<file path="src/hw/lrpfs_regs.vh">
// Register map, field positions, reset values and timing counts of the run-permit fault supervisor
`ifndef LRPFS_REGS_VH
`define LRPFS_REGS_VH

// Byte offsets of the register words
`define LRPFS_ADDR_W          5
`define LRPFS_OFF_CTRL        5'h00
`define LRPFS_OFF_STATUS      5'h04
`define LRPFS_OFF_IRQ_STAT    5'h08
`define LRPFS_OFF_IRQ_CLR     5'h0C
`define LRPFS_OFF_IRQ_EN      5'h10
`define LRPFS_OFF_PW_LIMIT    5'h14
`define LRPFS_OFF_DUTY_LIMIT  5'h18

// Control word fields and reset value
`define LRPFS_CTRL_LASER_EN   0
`define LRPFS_CTRL_RST        1'h1

// Status word fields
`define LRPFS_ST_LASER_ON     0
`define LRPFS_ST_DUTY_EXCESS  1
`define LRPFS_ST_REFL_EXCESS  2
`define LRPFS_ST_TEMP_LATCH   3
`define LRPFS_ST_SHUT_LATCH   4
`define LRPFS_ST_TERMINAL     5
`define LRPFS_ST_SYS_FAULT    6
`define LRPFS_ST_PERMIT       7
`define LRPFS_ST_CHECK_DONE   8
`define LRPFS_ST_W            9

// Interrupt event bits
`define LRPFS_IRQ_DUTY        0
`define LRPFS_IRQ_REFL        1
`define LRPFS_IRQ_LATCH       2
`define LRPFS_IRQ_TERMINAL    3
`define LRPFS_IRQ_CLEARED     4
`define LRPFS_IRQ_W           5
`define LRPFS_IRQ_EN_RST      5'h00

// Pulse width and duty limits, in clock cycles
`define LRPFS_LIM_W           16
`define LRPFS_PW_LIMIT_RST    16'h2710
`define LRPFS_WIN_W           10
`define LRPFS_WIN_LAST        10'h3FF
`define LRPFS_DUTY_LIMIT_RST  16'h0200

// Timing: clock period and power-up fault check time
`define LRPFS_CLK_PERIOD_NS   20
`define LRPFS_TERM_CHECK_NS   320
`define LRPFS_TERM_CNT_W      8

`endif

</file>
<file path="src/hw/lrpfs_supervisor.v">
// Run-permit, modulation gating and fault supervisor with Avalon-MM register slave
`timescale 1ns/1ps
`include "lrpfs_regs.vh"

module lrpfs_supervisor (
    input  wire                       clk,
    input  wire                       arst_n,
    // Real-time port pins
    input  wire                       modIn,
    input  wire                       permitIn,
    // Fault sensor pins
    input  wire                       tempFaultIn,
    input  wire                       shutterFaultIn,
    input  wire                       reflOverIn,
    input  wire                       terminalFaultIn,
    // Real-time port outputs
    output wire                       laserOut,
    output wire                       sysFault,
    output wire                       dutyExcessFlag,
    output wire                       reflectionExcessFlag,
    output wire                       tempFaultFlag,
    output wire                       shutterFaultFlag,
    output wire                       irq,
    // Avalon-MM slave
    input  wire [`LRPFS_ADDR_W-1:0]   avs_address,
    input  wire                       avs_read,
    input  wire                       avs_write,
    input  wire [31:0]                avs_writedata,
    output wire [31:0]                avs_readdata,
    output wire                       avs_waitrequest
);

    // Power-up check length in cycles, rounded up; cut to the counter width on purpose
    localparam integer TERM_CHECK_INT =
        (`LRPFS_TERM_CHECK_NS + `LRPFS_CLK_PERIOD_NS - 1) / `LRPFS_CLK_PERIOD_NS;
    localparam [`LRPFS_TERM_CNT_W-1:0] TERM_CHECK_CYC = TERM_CHECK_INT[`LRPFS_TERM_CNT_W-1:0];

    localparam NSYNC = 6;
    localparam SI_MOD = 0;
    localparam SI_PERMIT = 1;
    localparam SI_TEMP = 2;
    localparam SI_SHUT = 3;
    localparam SI_REFL = 4;
    localparam SI_TERM = 5;

    reg  [NSYNC-1:0]              syncA_ff;
    reg  [NSYNC-1:0]              syncB_ff;
    reg                           permitD_ff;
    reg  [`LRPFS_TERM_CNT_W-1:0]  termCnt_ff;
    reg                           checkDone_ff;
    reg                           terminal_ff;
    reg                           tempLatch_ff;
    reg                           shutLatch_ff;
    reg                           sysFault_ff;
    reg                           laserOut_ff;
    reg                           dutyFlag_ff;
    reg                           reflFlag_ff;
    reg  [`LRPFS_LIM_W-1:0]       pwCnt_ff;
    reg  [`LRPFS_WIN_W-1:0]       winCnt_ff;
    reg  [`LRPFS_LIM_W-1:0]       onCnt_ff;
    reg                           ctrlLaserEn_ff;
    reg  [`LRPFS_LIM_W-1:0]       pwLimit_ff;
    reg  [`LRPFS_LIM_W-1:0]       dutyLimit_ff;
    reg  [`LRPFS_IRQ_W-1:0]       irqStat_ff;
    reg  [`LRPFS_IRQ_W-1:0]       irqEn_ff;
    reg                           ack_ff;
    reg  [31:0]                   rdData_ff;
    reg  [31:0]                   nxt_rdData;
    reg  [`LRPFS_IRQ_W-1:0]       nxt_irqStat;

    wire modS;
    wire permitS;
    wire tempS;
    wire shutS;
    wire reflS;
    wire termS;
    wire permitRise;
    wire causeGone;
    wire clearLatch;
    wire nxt_tempLatch;
    wire nxt_shutLatch;
    wire nxt_terminal;
    wire anyLatch;
    wire runAllowed;
    wire commanded;
    wire pulseTooLong;
    wire dutyOver;
    wire dutyInhibit;
    wire nxt_laserOut;
    wire nxt_dutyFlag;
    wire nxt_reflFlag;
    wire [`LRPFS_ST_W-1:0] statusWord;
    wire [`LRPFS_IRQ_W-1:0] irqEvents;
    wire busReq;
    wire wrStb;

    // Pin synchroniser
    // Two flops on every pin; only the second stage is read by logic
    always @(posedge clk or negedge arst_n) begin
        if (!arst_n) begin
            syncA_ff <= {NSYNC{1'b0}};
            syncB_ff <= {NSYNC{1'b0}};
        end else begin
            syncA_ff <= {terminalFaultIn, reflOverIn, shutterFaultIn, tempFaultIn, permitIn, modIn};
            syncB_ff <= syncA_ff;
        end
    end

    assign modS    = syncB_ff[SI_MOD];
    assign permitS = syncB_ff[SI_PERMIT];
    assign tempS   = syncB_ff[SI_TEMP];
    assign shutS   = syncB_ff[SI_SHUT];
    assign reflS   = syncB_ff[SI_REFL];
    assign termS   = syncB_ff[SI_TERM];

    // Toggle detection
    // Permit reset value 0 means a permit held high through reset needs no toggle
    always @(posedge clk or negedge arst_n) begin
        if (!arst_n) begin
            permitD_ff <= 1'b0;
        end else begin
            permitD_ff <= permitS;
        end
    end

    assign permitRise = permitS & ~permitD_ff;

    // Power-up terminal check
    // Sensor is sampled once the check time after reset release has elapsed
    always @(posedge clk or negedge arst_n) begin
        if (!arst_n) begin
            termCnt_ff   <= {`LRPFS_TERM_CNT_W{1'b0}};
            checkDone_ff <= 1'b0;
            terminal_ff  <= 1'b0;
        end else begin
            if (!checkDone_ff) begin
                termCnt_ff <= termCnt_ff + {{(`LRPFS_TERM_CNT_W-1){1'b0}}, 1'b1};
            end
            if (!checkDone_ff && (termCnt_ff == TERM_CHECK_CYC - 1'b1)) begin
                checkDone_ff <= 1'b1;
            end
            terminal_ff <= nxt_terminal;
        end
    end

    // Terminal latch held until device reset
    assign nxt_terminal = terminal_ff |
                          (~checkDone_ff & (termCnt_ff == TERM_CHECK_CYC - 1'b1) & termS);

    // Guarded fault clear
    // A toggle is ignored while either cause is still present
    assign causeGone  = ~tempS & ~shutS;
    assign clearLatch = permitRise & causeGone;

    // Latching fault capture
    // Set terms come last so a fault in the clear cycle wins
    assign nxt_tempLatch = (tempLatch_ff & ~clearLatch) | tempS;
    assign nxt_shutLatch = (shutLatch_ff & ~clearLatch) | shutS;
    assign anyLatch      = tempLatch_ff | shutLatch_ff;

    always @(posedge clk or negedge arst_n) begin
        if (!arst_n) begin
            tempLatch_ff <= 1'b0;
            shutLatch_ff <= 1'b0;
        end else begin
            tempLatch_ff <= nxt_tempLatch;
            shutLatch_ff <= nxt_shutLatch;
        end
    end

    always @(posedge clk or negedge arst_n) begin
        if (!arst_n) begin
            sysFault_ff <= 1'b0;
        end else begin
            sysFault_ff <= nxt_terminal | nxt_tempLatch | nxt_shutLatch;
        end
    end

    // Latched fault blocks operation
    // Raw fault sensors gate too, so shutdown does not wait for the latch flop
    assign runAllowed = permitS & checkDone_ff & ~terminal_ff & ~anyLatch &
                        ~tempS & ~shutS & ctrlLaserEn_ff;
    assign commanded  = modS & runAllowed;

    // Pulse width and duty measurement
    // Duty is judged per fixed window of clock cycles; coarse but cheap and bounded
    assign pulseTooLong = (pwCnt_ff >= pwLimit_ff);
    assign dutyOver     = (onCnt_ff >= dutyLimit_ff);
    assign dutyInhibit  = pulseTooLong | dutyOver;

    always @(posedge clk or negedge arst_n) begin
        if (!arst_n) begin
            pwCnt_ff  <= {`LRPFS_LIM_W{1'b0}};
            winCnt_ff <= {`LRPFS_WIN_W{1'b0}};
            onCnt_ff  <= {`LRPFS_LIM_W{1'b0}};
        end else begin
            if (!modS) begin
                pwCnt_ff <= {`LRPFS_LIM_W{1'b0}};
            end else if (!pulseTooLong) begin
                pwCnt_ff <= pwCnt_ff + {{(`LRPFS_LIM_W-1){1'b0}}, 1'b1};
            end
            winCnt_ff <= winCnt_ff + {{(`LRPFS_WIN_W-1){1'b0}}, 1'b1};
            if (winCnt_ff == `LRPFS_WIN_LAST) begin
                onCnt_ff <= {`LRPFS_LIM_W{1'b0}};
            end else if (nxt_laserOut && !dutyOver) begin
                onCnt_ff <= onCnt_ff + {{(`LRPFS_LIM_W-1){1'b0}}, 1'b1};
            end
        end
    end

    assign nxt_laserOut = commanded & ~dutyInhibit & ~reflS;
    // Duty flag only in violating part
    assign nxt_dutyFlag = commanded & dutyInhibit;
    assign nxt_reflFlag = commanded & reflS;

    always @(posedge clk or negedge arst_n) begin
        if (!arst_n) begin
            laserOut_ff <= 1'b0;
            dutyFlag_ff <= 1'b0;
            reflFlag_ff <= 1'b0;
        end else begin
            laserOut_ff <= nxt_laserOut;
            dutyFlag_ff <= nxt_dutyFlag;
            reflFlag_ff <= nxt_reflFlag;
        end
    end

    assign laserOut             = laserOut_ff;
    assign sysFault             = sysFault_ff;
    assign dutyExcessFlag       = dutyFlag_ff;
    assign reflectionExcessFlag = reflFlag_ff;
    assign tempFaultFlag        = tempLatch_ff;
    assign shutterFaultFlag     = shutLatch_ff;

    // Status word seen by software
    assign statusWord = {checkDone_ff, permitS, sysFault_ff, terminal_ff, shutLatch_ff,
                         tempLatch_ff, reflFlag_ff, dutyFlag_ff, laserOut_ff};

    // Event reporting
    // Rising edges of flags and latches, plus the clearing of both latches, are the interrupt events
    assign irqEvents[`LRPFS_IRQ_DUTY]     = nxt_dutyFlag & ~dutyFlag_ff;
    assign irqEvents[`LRPFS_IRQ_REFL]     = nxt_reflFlag & ~reflFlag_ff;
    assign irqEvents[`LRPFS_IRQ_LATCH]    = (nxt_tempLatch & ~tempLatch_ff) | (nxt_shutLatch & ~shutLatch_ff);
    assign irqEvents[`LRPFS_IRQ_TERMINAL] = nxt_terminal & ~terminal_ff;
    assign irqEvents[`LRPFS_IRQ_CLEARED]  = anyLatch & ~nxt_tempLatch & ~nxt_shutLatch;

    // Bus handshake: one wait cycle, access completes at the edge with waitrequest low
    assign busReq          = avs_read | avs_write;
    assign avs_waitrequest = busReq & ~ack_ff;
    assign wrStb           = avs_write & ack_ff;

    // Sticky interrupt status; a new event beats a clear in the same cycle
    always @* begin
        nxt_irqStat = irqStat_ff;
        if (wrStb && (avs_address == `LRPFS_OFF_IRQ_CLR)) begin
            nxt_irqStat = irqStat_ff & ~avs_writedata[`LRPFS_IRQ_W-1:0];
        end
        nxt_irqStat = nxt_irqStat | irqEvents;
    end

    assign irq = |(irqStat_ff & irqEn_ff);

    // Read mux; unmapped and write-only words read as zero
    always @* begin
        nxt_rdData = 32'h00000000;
        case (avs_address)
            `LRPFS_OFF_CTRL: begin
                nxt_rdData[`LRPFS_CTRL_LASER_EN] = ctrlLaserEn_ff;
            end
            `LRPFS_OFF_STATUS: begin
                nxt_rdData[`LRPFS_ST_W-1:0] = statusWord;
            end
            `LRPFS_OFF_IRQ_STAT: begin
                nxt_rdData[`LRPFS_IRQ_W-1:0] = irqStat_ff;
            end
            `LRPFS_OFF_IRQ_EN: begin
                nxt_rdData[`LRPFS_IRQ_W-1:0] = irqEn_ff;
            end
            `LRPFS_OFF_PW_LIMIT: begin
                nxt_rdData[`LRPFS_LIM_W-1:0] = pwLimit_ff;
            end
            `LRPFS_OFF_DUTY_LIMIT: begin
                nxt_rdData[`LRPFS_LIM_W-1:0] = dutyLimit_ff;
            end
            default: begin
                nxt_rdData = 32'h00000000;
            end
        endcase
    end

    // Bus slave registers; read data is captured in the wait cycle
    always @(posedge clk or negedge arst_n) begin
        if (!arst_n) begin
            ack_ff         <= 1'b0;
            rdData_ff      <= 32'h00000000;
            ctrlLaserEn_ff <= `LRPFS_CTRL_RST;
            pwLimit_ff     <= `LRPFS_PW_LIMIT_RST;
            dutyLimit_ff   <= `LRPFS_DUTY_LIMIT_RST;
            irqEn_ff       <= `LRPFS_IRQ_EN_RST;
            irqStat_ff     <= {`LRPFS_IRQ_W{1'b0}};
        end else begin
            ack_ff     <= busReq & ~ack_ff;
            irqStat_ff <= nxt_irqStat;
            if (avs_read && !ack_ff) begin
                rdData_ff <= nxt_rdData;
            end
            if (wrStb) begin
                case (avs_address)
                    `LRPFS_OFF_CTRL: begin
                        ctrlLaserEn_ff <= avs_writedata[`LRPFS_CTRL_LASER_EN];
                    end
                    `LRPFS_OFF_IRQ_EN: begin
                        irqEn_ff <= avs_writedata[`LRPFS_IRQ_W-1:0];
                    end
                    `LRPFS_OFF_PW_LIMIT: begin
                        pwLimit_ff <= avs_writedata[`LRPFS_LIM_W-1:0];
                    end
                    `LRPFS_OFF_DUTY_LIMIT: begin
                        dutyLimit_ff <= avs_writedata[`LRPFS_LIM_W-1:0];
                    end
                    default: begin
                        ctrlLaserEn_ff <= ctrlLaserEn_ff;
                    end
                endcase
            end
        end
    end

    assign avs_readdata = rdData_ff;

endmodule // lrpfs_supervisor

</file>
<file path="config.mk">
export PLATFORM = sky130hd
export DESIGN_NAME = lrpfs_supervisor
export DESIGN_NICKNAME = d
export VERILOG_FILES = /design/src/hw/lrpfs_supervisor.v
export VERILOG_INCLUDE_DIRS = /design/src /design/src/hw
export SDC_FILE = /design/constraint.sdc
export NUM_CORES = 1
export LEC_CHECK = 0
export BUFFER_PORTS_ARGS = -buffer_cell sky130_fd_sc_hd__buf_2
export CORE_AREA = 2 2 120 122
export CTS_BUF_LIST = sky130_fd_sc_hd__clkbuf_16
export DETAILED_ROUTE_END_ITERATION = 10
export DIE_AREA = 0 0 122 124
export HOLD_SLACK_MARGIN = 0.02
export PLACE_DENSITY = 0.69
export SLEW_MARGIN = 5
export SYNTH_ARGS = -nofsm -noshare
export SYNTH_HDL_FRONTEND = slang
export SYNTH_SLANG_ARGS = --single-unit
</file>
<file path="constraint.sdc">
create_clock -name clk -period 8.2 [get_ports clk]
set_clock_uncertainty 0.1 [all_clocks]
set_input_delay 1.64 -clock clk [delete_from_list [all_inputs] [get_ports clk]]
set_output_delay 1.64 -clock clk [all_outputs]
set_load 0.005 [all_outputs]
</file>
==> summary.txt, run 1 <==
Run status
  • Status: finished clean

Synth
  • Top post-synthesis cells by area: dfrtp_1 46%, ha_1 6.7%, mux2_2 6.2%
  • Yosys warns: 0
  • Count leader, synth: dfrtp_1
  • Synthesized cell area: 6740 um^2
  • Synth Register Bits: 131
  • Synth Area in Simple Gates: 16.3%
  • Cell variety after synth: 53
  • Post-synth EDFFs: 0
  • Yosys top cell by area: dfrtp_1
  • Post-synth top flop: dfrtp_1
  • Largest family of logic cells by synthesized area: simple AND/OR/NAND/NOR gates
  • FFs w/ async S/R, synth: 100%
  • Top-area cell type share of the netlist area: 46.0%
  • Post-synthesis adder-cell area fraction: 6.68%
  • Mapped Cells: 649
  • Seq/Total Area, Yosys: 48.8%
  • Post-Synth XOR/XNOR Area: 2.47%
  • Synthesized area per cell: 10.4 um^2
  • Synth top cells by count: 124 x dfrtp_1, 55 x nand2_1, 43 x inv_1, 40 x a21oi_1, 37 x mux2_2
  • Multiplexer share of the synthesized area: 8.22%
  • Compound-Gate Fraction of Synth Area: 11.8%

Min path
  • Worst hold path class: flip-flop to flip-flop
  • Hold path depth: 0
  • Beginning of the worst hold path: syncA_ff[0]
  • Hold Path End: syncB_ff[0]

Route
  • DR pass1 iterations: 5
  • Wire per inst: 17.1 um
  • First DRT Iteration DRCs: 323
  • Drt total wl: 15200 um
  • Residual DRC: 0
  • Via Count: 5055
  • Vias per std cell: 5.67
  • Post-DRT Antenna Nets: 0

Critical path
  • Slowest stage delay, CP: 0.71 ns
  • Worst Path Arrival: 4.64 ns
  • Crit path cell chain: buf_2 > or3_1 > nor2_1 > and2_1 > nand3_1 > mux2_2
  • WP data required: 8.40 ns
  • Crit-path max FO: 16
  • R2r setup slk: 4.96 ns
  • Launching point of the worst reg2reg path: onCnt_ff[0]
  • Reg2reg end: onCnt_ff[12]
  • Slowest cell on crit path: nand3_1
  • Reg2Reg Depth: 8
  • Worst Setup Start Kind: input pin
  • Cell family with most CP delay: simple AND/OR/NAND/NOR gates
  • Buffers & Inverters on Critical Path: 1
  • Worst setup EP type: flip-flop
  • Worst Setup Path Type: input pin to flip-flop

Floorplan
  • Initial core utilization: 49.1%
  • Core box area: 13700 um^2
  • Die width: 122 um
  • Chip height: 124 um
  • Num ports: 87
  • Die footprint: 15100 um^2
  • Rows: 43

Clock tree
  • Worst-path clk slew: 0.05 ns
  • Skew-Pair Late Insertion Delay: 0.42 ns
  • # resized after CTS: 0
  • Hold_buf cts: 0
  • CTS sink count: 131
  • Clock Path Buffers: 2
  • Postcts setup bufs: 0
  • CTS tree: built
  • CTS buffer count: 17
  • Htree depth: 4
  • Clock root buffer: clkbuf_16

Timing
  • Slew headroom: 32.2%
  • Unrepaired setup endpoints after global routing: false
  • Final setup TNS: 0 ns
  • Final Hold Viols: 0
  • Final setup fails: 0
  • Tmin final: 4.44 ns
  • Final period utilization: 54.1%
  • Pins Over Slew Limit: 0
  • Fmax: 0.225 GHz
  • Worst-Margin Slew: 1.01 ns

Layout
  • Area grow syn2layout: 13.9%
  • Fraction of layout cells with a size suffix above 1: 19.1%
  • Non-Filler Instances: 892
  • Ant diodes: 0
  • Final nets: 782

GRT
  • First-pass GRT wire length: 24700 um
  • Antenna violations before repair: 0
  • Gr usage total: 21.3%
  • Gr ovfl total: 0
  • Largest net degree at the start of global routing: 72
  • Vias in the first global route: 4943

Placed design
  • Routability Congestion: 0.889
  • Placed cells: 860
  • Post-DP HPWL: 11100 um
  • IO buf count: 54

Power
  • VDD IR max: 0.153 mV
  • Static leakage: 3.57 nW
  • Power density over the cells: 223 nW/um^2

Flow run
  • Max-cap violations: 0
## final cells by class
cell class / instances / area, um^2
repair buffers: 55 / 280
clock buffers: 17 / 425
well taps: 180 / 225
clock inverters: 15 / 169
flip-flops and latches: 131 / 3290
inverters: 43 / 161
multi-input cells: 451 / 3130
fillers: 1201 / 6040
## through the flow
| stage | instance area, um^2 | util, % | hold WS (ns) | power, W | setup WS, ns |
|---|---|---|---|---|---|
| detailed placement | 7080 | 51.6 | 0.241 | 0.000957 | 3.38 |
| global placement | 7080 | 51.6 | 0.234 | 0.000944 | 3.51 |
| finish | 7670 | 55.9 | 0.251 | 0.00171 | 3.76 |
| global route | 7670 | 55.9 | 0.268 | 0.00179 | 3.58 |
| CTS | 7670 | 55.9 | 0.254 | 0.00172 | 3.82 |
| floorplan | 6800 | - | 0.231 | 0.000887 | 4.66 |
## worst max path at each step
stage,slack [ns],startpoint,end,depth (start not counted)
floorplan,4.66,avs_address[1],dutyLimit_ff[10],7
global placement,3.51,avs_address[1],dutyLimit_ff[8],6
detailed placement,3.38,avs_address[3],pwLimit_ff[1],6
CTS,3.82,avs_address[3],pwLimit_ff[7],6
global route,3.58,avs_address[3],pwLimit_ff[7],6
finish,3.76,avs_address[3],pwLimit_ff[7],6
## power breakdown
group,switching [W],total (W),internal (W)
Combinational,0.000127,0.000211,0.0000841
Clock,0.000289,0.000764,0.000475
Sequential,0.0000404,0.000735,0.000694
## cells in the final DEF (no fill, tap or decap), drive strengths merged, types with 5 or more instances in the layout
cell type	synthesis	layout
dfrtp	124	124
nor3	7	7
or2	5	5
mux2i	7	7
a21o	5	5
and2	9	9
nand4	15	15
nand2b	5	5
clkbuf	15	17
a21oi	40	40
mux2	43	43
nor2	33	33
and4	5	5
dfstp	7	7
or3	8	8
inv	43	47
buf	24	55
o21ai	31	31
xor2	7	7
nand3	26	26
ha	36	36
conb	1	16
a22oi	8	8
clkinv	0	5
nor2b	5	5
xnor2	12	12
and3	13	13
or4	14	14
o31ai	15	15
nand2	55	55
## logic make-up after synthesis
family | count (synthesis)
compound gates | 122
xor+xnor | 19
fa+ha+maj | 36
buf+inv | 82
flops | 131
mux | 50
other cells | 1
simple gates | 208
## state kept, by name, indices dropped and copies added, names as in the netlist, 8 cells and up
signal	count
pwCnt_ff	16
termCnt_ff	8
onCnt_ff	16
avs_readdata	16
pwLimit_ff	16
dutyLimit_ff	16
winCnt_ff	10
## layer usage
layer  track usage, %  part of all wire (%)
met4             7.47                   1.2
met3             4.99                   4.5
met1             28.3                    46
met2             34.4                    49
met5                0                     0
Note: power is estimated with default switching activity, not from simulation.
==> run 2, diff against run 1 <==
- ABC_AREA: default -> 1
- CORE_AREA: 2 2 120 122 -> 2 2 122 124
- DIE_AREA: 0 0 122 124 -> 0 0 124 126
- PLACE_DENSITY: 0.69 -> 0.72
- clock period: 8.2 -> 3.75 ns (I/O delays scaled with it)
==> run 2 against run 1 <==
Synthesized area increased by 4.0%. Clock-buffer cell count unchanged. Setup slack lost 2.5 ns. Critical endpoint is now onCnt_ff[9].
==> summary.txt, run 2 <==
Critical path
  • Worst Setup Path Type: flip-flop to flip-flop (was input pin to flip-flop)
  • WP data required: 3.95 ns (was 8.40 ns)
  • Crit. path cell count: 11 (was 6)
  • Crit. Startpoint: pwLimit_ff[13] (was avs_address[3])
  • Worst Path Arrival: 2.72 ns (was 4.64 ns)
  • Slowest cell on crit path: dfstp_2 (was nand3_1)
  • Launching point of the worst reg2reg path: pwLimit_ff[13] (was onCnt_ff[0])
  • R2r setup slk: 1.23 ns (was 4.96 ns)
  • Cell family with most CP delay: simple AND/OR/NAND/NOR gates (unchanged)
  • Worst setup EP type: flip-flop (unchanged)
  • Most numerous cell on the critical path: nand2_1
  • Crit path cell chain: inv_1 > ha_1 > a21o_1 > nand2_1 > nand2_1 > a21oi_2 > nand2_2 > inv_2 > nand3_4 > nand3_1 > nand2_1 (was buf_2 > or3_1 > nor2_1 > and2_1 > nand3_1 > mux2_2)
  • Reg2reg end: onCnt_ff[9] (was onCnt_ff[12])
  • Crit-path max FO: 16 (unchanged)
  • Buffers & Inverters on Critical Path: 2 (was 1)
  • Reg2Reg Depth: 11 (was 8)
  • Worst Setup Start Kind: flip-flop (was input pin)
  • Slowest stage delay, CP: 0.52 ns (was 0.71 ns)

Layout
  • Fraction of layout cells with a size suffix above 1: 11.9% (was 19.1%)
  • Most frequent cells in the layout: 201 x nand2_1, 126 x inv_1, 124 x dfrtp_1 (was 124 x dfrtp_1, 55 x nand2_1, 53 x buf_2)
  • Post-route cell area: 7930 um^2 (was 7670 um^2)
  • Fillcell total: 1346 (was 1201)
  • Ant diodes: 0 (unchanged)
  • Commonest non-fill, non-tap cell in the layout: nand2_1 (was dfrtp_1)
  • Final nets: 991 (was 782)
  • Area grow syn2layout: 13.1% (was 13.9%)

Floorplan
  • Die width: 124 um (was 122 um)
  • Initial core utilization: 49.0% (was 49.1%)
  • Chip height: 126 um (was 124 um)
  • Die footprint: 15600 um^2 (was 15100 um^2)
  • Core box area: 14300 um^2 (was 13700 um^2)
  • Rows: 44 (was 43)
  • Num ports: 87 (unchanged)

Synth
  • Synthesized area per cell: 8.21 um^2 (was 10.4 um^2)
  • Synthesized cell area: 7010 um^2 (was 6740 um^2)
  • Mapped Cells: 854 (was 649)
  • Yosys top cell by area: dfrtp_1 (unchanged)
  • Top post-synthesis cells by area: dfrtp_1 44%, nand2_1 11%, inv_1 6.6% (was dfrtp_1 46%, ha_1 6.7%, mux2_2 6.2%)
  • Synth top cells by count: 201 x nand2_1, 124 x dfrtp_1, 124 x inv_1, 64 x o21ai_0, 58 x nand3_1 (was 124 x dfrtp_1, 55 x nand2_1, 43 x inv_1, 40 x a21oi_1, 37 x mux2_2)
  • Post-synth EDFFs: 0 (unchanged)
  • FFs w/ async S/R, synth: 100% (unchanged)
  • Cell variety after synth: 39 (was 53)
  • Yosys warns: 0 (unchanged)
  • Top-area cell type share of the netlist area: 44.3% (was 46.0%)
  • Synth Register Bits: 131 (unchanged)
  • Post-synth top flop: dfrtp_1 (unchanged)
  • Seq/Total Area, Yosys: 46.9% (was 48.8%)
  • Count leader, synth: nand2_1 (was dfrtp_1)

Clock tree
  • Worst-path clk slew: 0.06 ns (was 0.05 ns)
  • Clock root buffer: clkbuf_16 (unchanged)
  • Postcts setup bufs: 0 (unchanged)
  • CTS sink count: 131 (unchanged)
  • Skew-Pair Late Insertion Delay: 0.42 ns (about the same)
  • # resized after CTS: 0 (unchanged)
  • Hold_buf cts: 0 (unchanged)
  • Clock Path Buffers: 2 (unchanged)
  • CTS buffer count: 17 (unchanged)
  • CTS tree: built (unchanged)
  • Htree depth: 4 (unchanged)

Min path
  • Beginning of the worst hold path: syncA_ff[4] (was syncA_ff[0])
  • Worst hold path class: flip-flop to flip-flop (unchanged)
  • Hold Path End: syncB_ff[4] (was syncB_ff[0])
  • Hold path depth: 0 (unchanged)

Power
  • Sw Pwr: 0.00109 W (was 0.000457 W)
  • Static leakage: 3.99 nW (was 3.57 nW)
  • Power density over the cells: 466 nW/um^2 (was 223 nW/um^2)
  • VDD IR max: 0.324 mV (was 0.153 mV)
  • Gate power share: 15.6% (was 12.4%)
  • Internal power: 0.00260 W (was 0.00125 W)
  • Clock network power share: 41.3% (was 44.7%)
  • Seq pwr share: 43.1% (was 43.0%)
  • Sw frac: 29.5% (was 26.7%)

Timing
  • Fmax: 0.397 GHz
  • Final setup TNS: 0 ns (unchanged)
  • Unrepaired setup endpoints after global routing: false (unchanged)
  • Final period utilization: 67.1%
  • Final setup fails: 0 (unchanged)
  • Worst-Margin Slew: 0.901 ns (was 1.01 ns)
  • Pins Over Slew Limit: 0 (unchanged)
  • Slew headroom: 39.8% (was 32.2%)
  • Min Hold Slack: 0.248 ns (was 0.251 ns)
  • Tmin final: 2.52 ns
  • Final Hold Viols: 0 (unchanged)

Placed design
  • IO buf count: 54 (unchanged)
  • Routability Congestion: 0.922 (was 0.889)
  • Post-DP HPWL: 11100 um (about the same)
  • Placed Instance Area: 7380 um^2 (was 7080 um^2)

Run status
  • Status: finished clean (unchanged)

Route
  • Post-DRT Antenna Nets: 0 (unchanged)
  • Wire per inst: 13.9 um (was 17.1 um)
  • Vias per std cell: 5.20 (was 5.67)
  • Via Count: 5743 (was 5055)
  • Residual DRC: 0 (unchanged)
  • First DRT Iteration DRCs: 444 (was 323)
  • DR pass1 iterations: 5 (unchanged)
  • Drt total wl: 15400 um (was 15200 um)

Flow run
  • Max-cap violations: 0 (unchanged)

GRT
  • Vias in the first global route: 5415 (was 4943)
  • Largest net degree at the start of global routing: 82 (was 72)
  • First-pass GRT wire length: 26000 um (was 24700 um)
  • Antenna violations before repair: 0 (unchanged)
  • Gr ovfl total: 0 (unchanged)
  • Gr usage total: 21.2% (was 21.3%)
==> run 2: cell types whose count changed after synthesis, moves of 18 or more <==
| cell | delta |
|---|---|
| o21ai_0 | +33 |
| xor2_1 | +18 |
| nand3_1 | +33 |
| nand2_1 | +146 |
| mux2_2 | -37 |
| nand4_1 | +19 |
| inv_1 | +81 |
| nor2_1 | +21 |
| a21oi_1 | -22 |
==> run 2: kinds of logic after synthesis <==
group	count (synthesis)	share of synthesized area, %
and+or+nand+nor	377	24.0
buffers and inverters	164	10.0
DFF	131	46.9
AOI/OAI and AO/OA	113	8.64
adders and majority gates	36	6.42
xor gates and xnor gates	32	4.00
other	1	0.0535
==> run 2: final cells by class <==
cell class                      count  area, um^2  area share, %
Sequential cell                   131        3290           41.5
Multi-Input combinational cell    574        3080           38.8
Inverter                          127         477           6.01
Clock buffer                       17         425           5.37
Timing Repair Buffer               57         312           3.93
Tap cell                          184         230           2.90
Clock inverter                     15         121           1.53
==> run 2: worst max path at each step <==
| stage | to | slack (ns) |
|---|---|---|
| 2_1_floorplan | onCnt_ff[0] | 1.80 |
| 3_3_place_gp | pwLimit_ff[13] | 0.90 |
| 3_5_place_dp | pwLimit_ff[10] | 0.89 |
| 4_1_cts | onCnt_ff[9] | 1.23 |
| 5_1_grt | onCnt_ff[14] | 0.96 |
| 6_report | onCnt_ff[9] | 1.23 |
==> run 2: power by group through the flow <==
stage,combinational (W),clock [W],sequential [W]
floorplan,0.000412,0,0.00160
global placement,0.000560,0,0.00161
detailed placement,0.000573,0,0.00161
CTS,0.000577,0.00155,0.00159
global route,0.000657,0.00162,0.00160
finish,0.000576,0.00152,0.00159
==> run 2: per-stage QoR <==
step | instances | total power, W | utilization [%] | worst slack, ns
after floorplan | 869 | 0.00201 | - | 1.80
after global placement | 1073 | 0.00217 | 51.6 | 0.900
after detailed placement | 1073 | 0.00219 | 51.6 | 0.886
after CTS | 1105 | 0.00372 | 55.4 | 1.23
after global routing | 1105 | 0.00388 | 55.4 | 0.958
final | 1105 | 0.00369 | 55.4 | 1.23
==> run 2: metal layers <==
layer	vias to the layer above	part of all wire, %	track usage, %
met3	21	3.8	4.35
met1	2756	47	29.4
met2	113	48	33.9
met4	0	1.1	5.88
met5	-	0	0
li1	2853	-	-
==> run 2: worst register-to-register path: cells and delay by family (launching register included) <==
family / cells / cell delay, ns
and+or+nand+nor: 6 / 0.82
DFF: 1 / 0.52
buffers and inverters: 2 / 0.37
adders and majority gates: 1 / 0.29
AOI/OAI and AO/OA: 2 / 0.29
==> run 3, diff against run 2 <==
- clock period: 3.75 -> 2.1 ns (I/O delays scaled with it)
==> run 3 against run 2 <==
Die area did not move. Critical path depth fell by 1. Routed wire length rose by 8.3%. Sequential share of layout area fell by 3.5 points. Power rose by 110%. Clock power rose by 110%. Sequential cell count did not move. Critical endpoint is now onCnt_ff[0]. Largest cell class unchanged. Largest power group is now the clock network. Highest routed layer unchanged.
==> summary.txt, run 3 (synthesized netlist as in run 2, its figures left out) <==
Run status
  • Status: finished clean (unchanged)

Min path
  • Hold path depth: 3 (was 0)
  • Hold Path End: pwLimit_ff[13] (was syncB_ff[4])
  • Beginning of the worst hold path: avs_writedata[13] (was syncA_ff[4])
  • Worst hold path class: input pin to flip-flop (was flip-flop to flip-flop)

Power
  • VDD IR max: 0.571 mV (was 0.324 mV)
  • Tot Pwr: 0.00758 W (was 0.00369 W)
  • Static leakage: 4.35 nW (was 3.99 nW)
  • Power density over the cells: 874 nW/um^2 (was 466 nW/um^2)

GRT
  • First-pass GRT wire length: 26400 um (was 26000 um)
  • Largest net degree at the start of global routing: 50 (was 82)
  • Gr ovfl total: 0 (unchanged)
  • Antenna violations before repair: 0 (unchanged)
  • Gr usage total: 21.9% (was 21.2%)
  • Vias in the first global route: 5519 (was 5415)

Critical path
  • Worst Setup Start Kind: flip-flop (unchanged)
  • Crit-path max FO: 8 (was 16)
  • WP data required: 2.36 ns (was 3.95 ns)
  • Reg2reg end: onCnt_ff[0] (was onCnt_ff[9])
  • Worst Setup Path Type: flip-flop to flip-flop (unchanged)
  • Worst setup EP type: flip-flop (unchanged)
  • Launching point of the worst reg2reg path: pwLimit_ff[10] (was pwLimit_ff[13])
  • Reg2Reg Depth: 10 (was 11)
  • R2r setup slk: 0.01 ns (was 1.23 ns)
  • Worst Path Arrival: 2.35 ns (was 2.72 ns)

Layout
  • Fraction of layout cells with a size suffix above 1: 20.0% (was 11.9%)
  • Final nets: 1046 (was 991)
  • Ant diodes: 0 (unchanged)
  • Area grow syn2layout: 23.6% (was 13.1%)
  • Post-route cell area: 8670 um^2 (was 7930 um^2)
  • Most frequent cells in the layout: 192 x nand2_1, 122 x dfrtp_1, 116 x inv_1 (was 201 x nand2_1, 126 x inv_1, 124 x dfrtp_1)
  • Commonest non-fill, non-tap cell in the layout: nand2_1 (unchanged)

Placed design
  • IO buf count: 54 (unchanged)
  • Pre-CTS setup slack: -0.0348 ns (was 0.886 ns)
  • Post-DP HPWL: 11600 um (was 11100 um)
  • Placed Instance Area: 7700 um^2 (was 7380 um^2)
  • Routability Congestion: 0.914 (was 0.922)

Timing
  • Min Hold Slack: 0.168 ns (was 0.248 ns)
  • Final setup fails: 0 (unchanged)
  • Tmin final: 2.09 ns (was 2.52 ns)
  • Unrepaired setup endpoints after global routing: true (was false)
  • Worst setup margin: 0.0126 ns (was 1.23 ns)
  • Final Hold Viols: 0 (unchanged)
  • Fmax: 0.479 GHz (was 0.397 GHz)
  • Final setup TNS: 0 ns (unchanged)
  • Pins Over Slew Limit: 0 (unchanged)
  • Final period utilization: 99.4% (was 67.1%)

Floorplan
  • Chip height: 126 um (unchanged)
  • Rows: 44 (unchanged)
  • Num ports: 87 (unchanged)
  • Core box area: 14300 um^2 (unchanged)
  • Die width: 124 um (unchanged)
  • Initial core utilization: 49.0% (unchanged)
  • Die footprint: 15600 um^2 (unchanged)

Route
  • Via Count: 5976 (was 5743)
  • Vias per std cell: 5.15 (was 5.20)
  • Post-DRT Antenna Nets: 0 (unchanged)
  • Residual DRC: 0 (unchanged)
  • First DRT Iteration DRCs: 379 (was 444)
  • Wire per inst: 14.4 um (was 13.9 um)
  • DR pass1 iterations: 5 (unchanged)
  • Drt total wl: 16700 um (was 15400 um)

Clock tree
  • Skew-Pair Late Insertion Delay: 0.42 ns (about the same)
  • CTS buffer count: 17 (unchanged)
  • CTS tree: built (unchanged)
  • Worst-path clk slew: 0.06 ns (about the same)
  • Clock root buffer: clkbuf_16 (unchanged)
  • CTS sink count: 131 (unchanged)
  • Clock Path Buffers: 2 (unchanged)
  • Htree depth: 4 (unchanged)

Flow run
  • Max-cap violations: 0 (unchanged)
[run 3: cell count changes in the layout (fill, tap and decap cells not counted), moves of 4 or more]
cell,delta
ha_4,+6
buf_4,+42
inv_1,-10
nand2_1,-9
o21ai_1,+5
nand2_2,+7
o21ai_0,-6
inv_6,+7
dlygate4sd3_1,+7
ha_1,-6
inv_8,+5
clkinv_4,-4
inv_2,+7
[run 3: repair_timing]
| action | CTS | global route |
|---|---|---|
| hold buffers | 7 | 0 |
| cloned | 1 | 2 |
| setup buffers | 0 | 4 |
| endpoints found under the hold margin | 47 | 0 |
| gates resized for setup | 10 | 39 |
| pin swaps | 0 | 29 |
| setup endpoints to repair | 26 | 34 |
[run 3: stage by stage]
step,utilization [%],instances
after floorplan,-,869
after global placement,53.8,1114
after detailed placement,53.8,1114
after CTS,59.1,1154
after global routing,60.6,1160
final,60.6,1160
[run 3: layout make-up]
type	count	area, um^2
clock buffer	17	425
clock inverter	15	206
fill	1227	5640
inverter	127	482
multi-input combinational	575	3240
sequential	131	3290
tap	184	230
timing repair buffer	111	793
[run 3: how the worst max path moves through the flow]
stage	startpoint	end	slack, ns
2_1_floorplan	pwLimit_ff[13]	onCnt_ff[0]	0.15
3_3_place_gp	pwLimit_ff[13]	onCnt_ff[1]	-0.002
3_5_place_dp	pwLimit_ff[9]	onCnt_ff[6]	-0.03
4_1_cts	pwLimit_ff[13]	onCnt_ff[3]	0.002
5_1_grt	pwLimit_ff[4]	onCnt_ff[6]	-0.11
6_report	pwLimit_ff[10]	onCnt_ff[0]	0.01
[run 3: report_power, final]
part           switching, W  internal [W]  leakage, nW
logic              0.000899      0.000660         2.36
clock network       0.00125       0.00193        0.309
registers          0.000119       0.00272         1.68
[run 3: critical path: stages (launching register included)]
cell       delay (ns)
dfstp_2          0.53
inv_1            0.06
ha_1             0.30
nand2_1          0.08
o21ai_1          0.09
a21oi_2          0.19
nand2_4          0.12
nor2_4           0.21
clkbuf_16        0.19
nand4_1          0.08
nand2_1          0.07
[run 3: metal layers]
metal | vias to the layer above | GRT usage, % | part of all wire [%]
met4 | 0 | 7.73 | 2.1
li1 | 2966 | - | -
met5 | - | 0 | 0
met2 | 127 | 34.5 | 48
met1 | 2847 | 29.3 | 45
met3 | 36 | 5.71 | 4.2
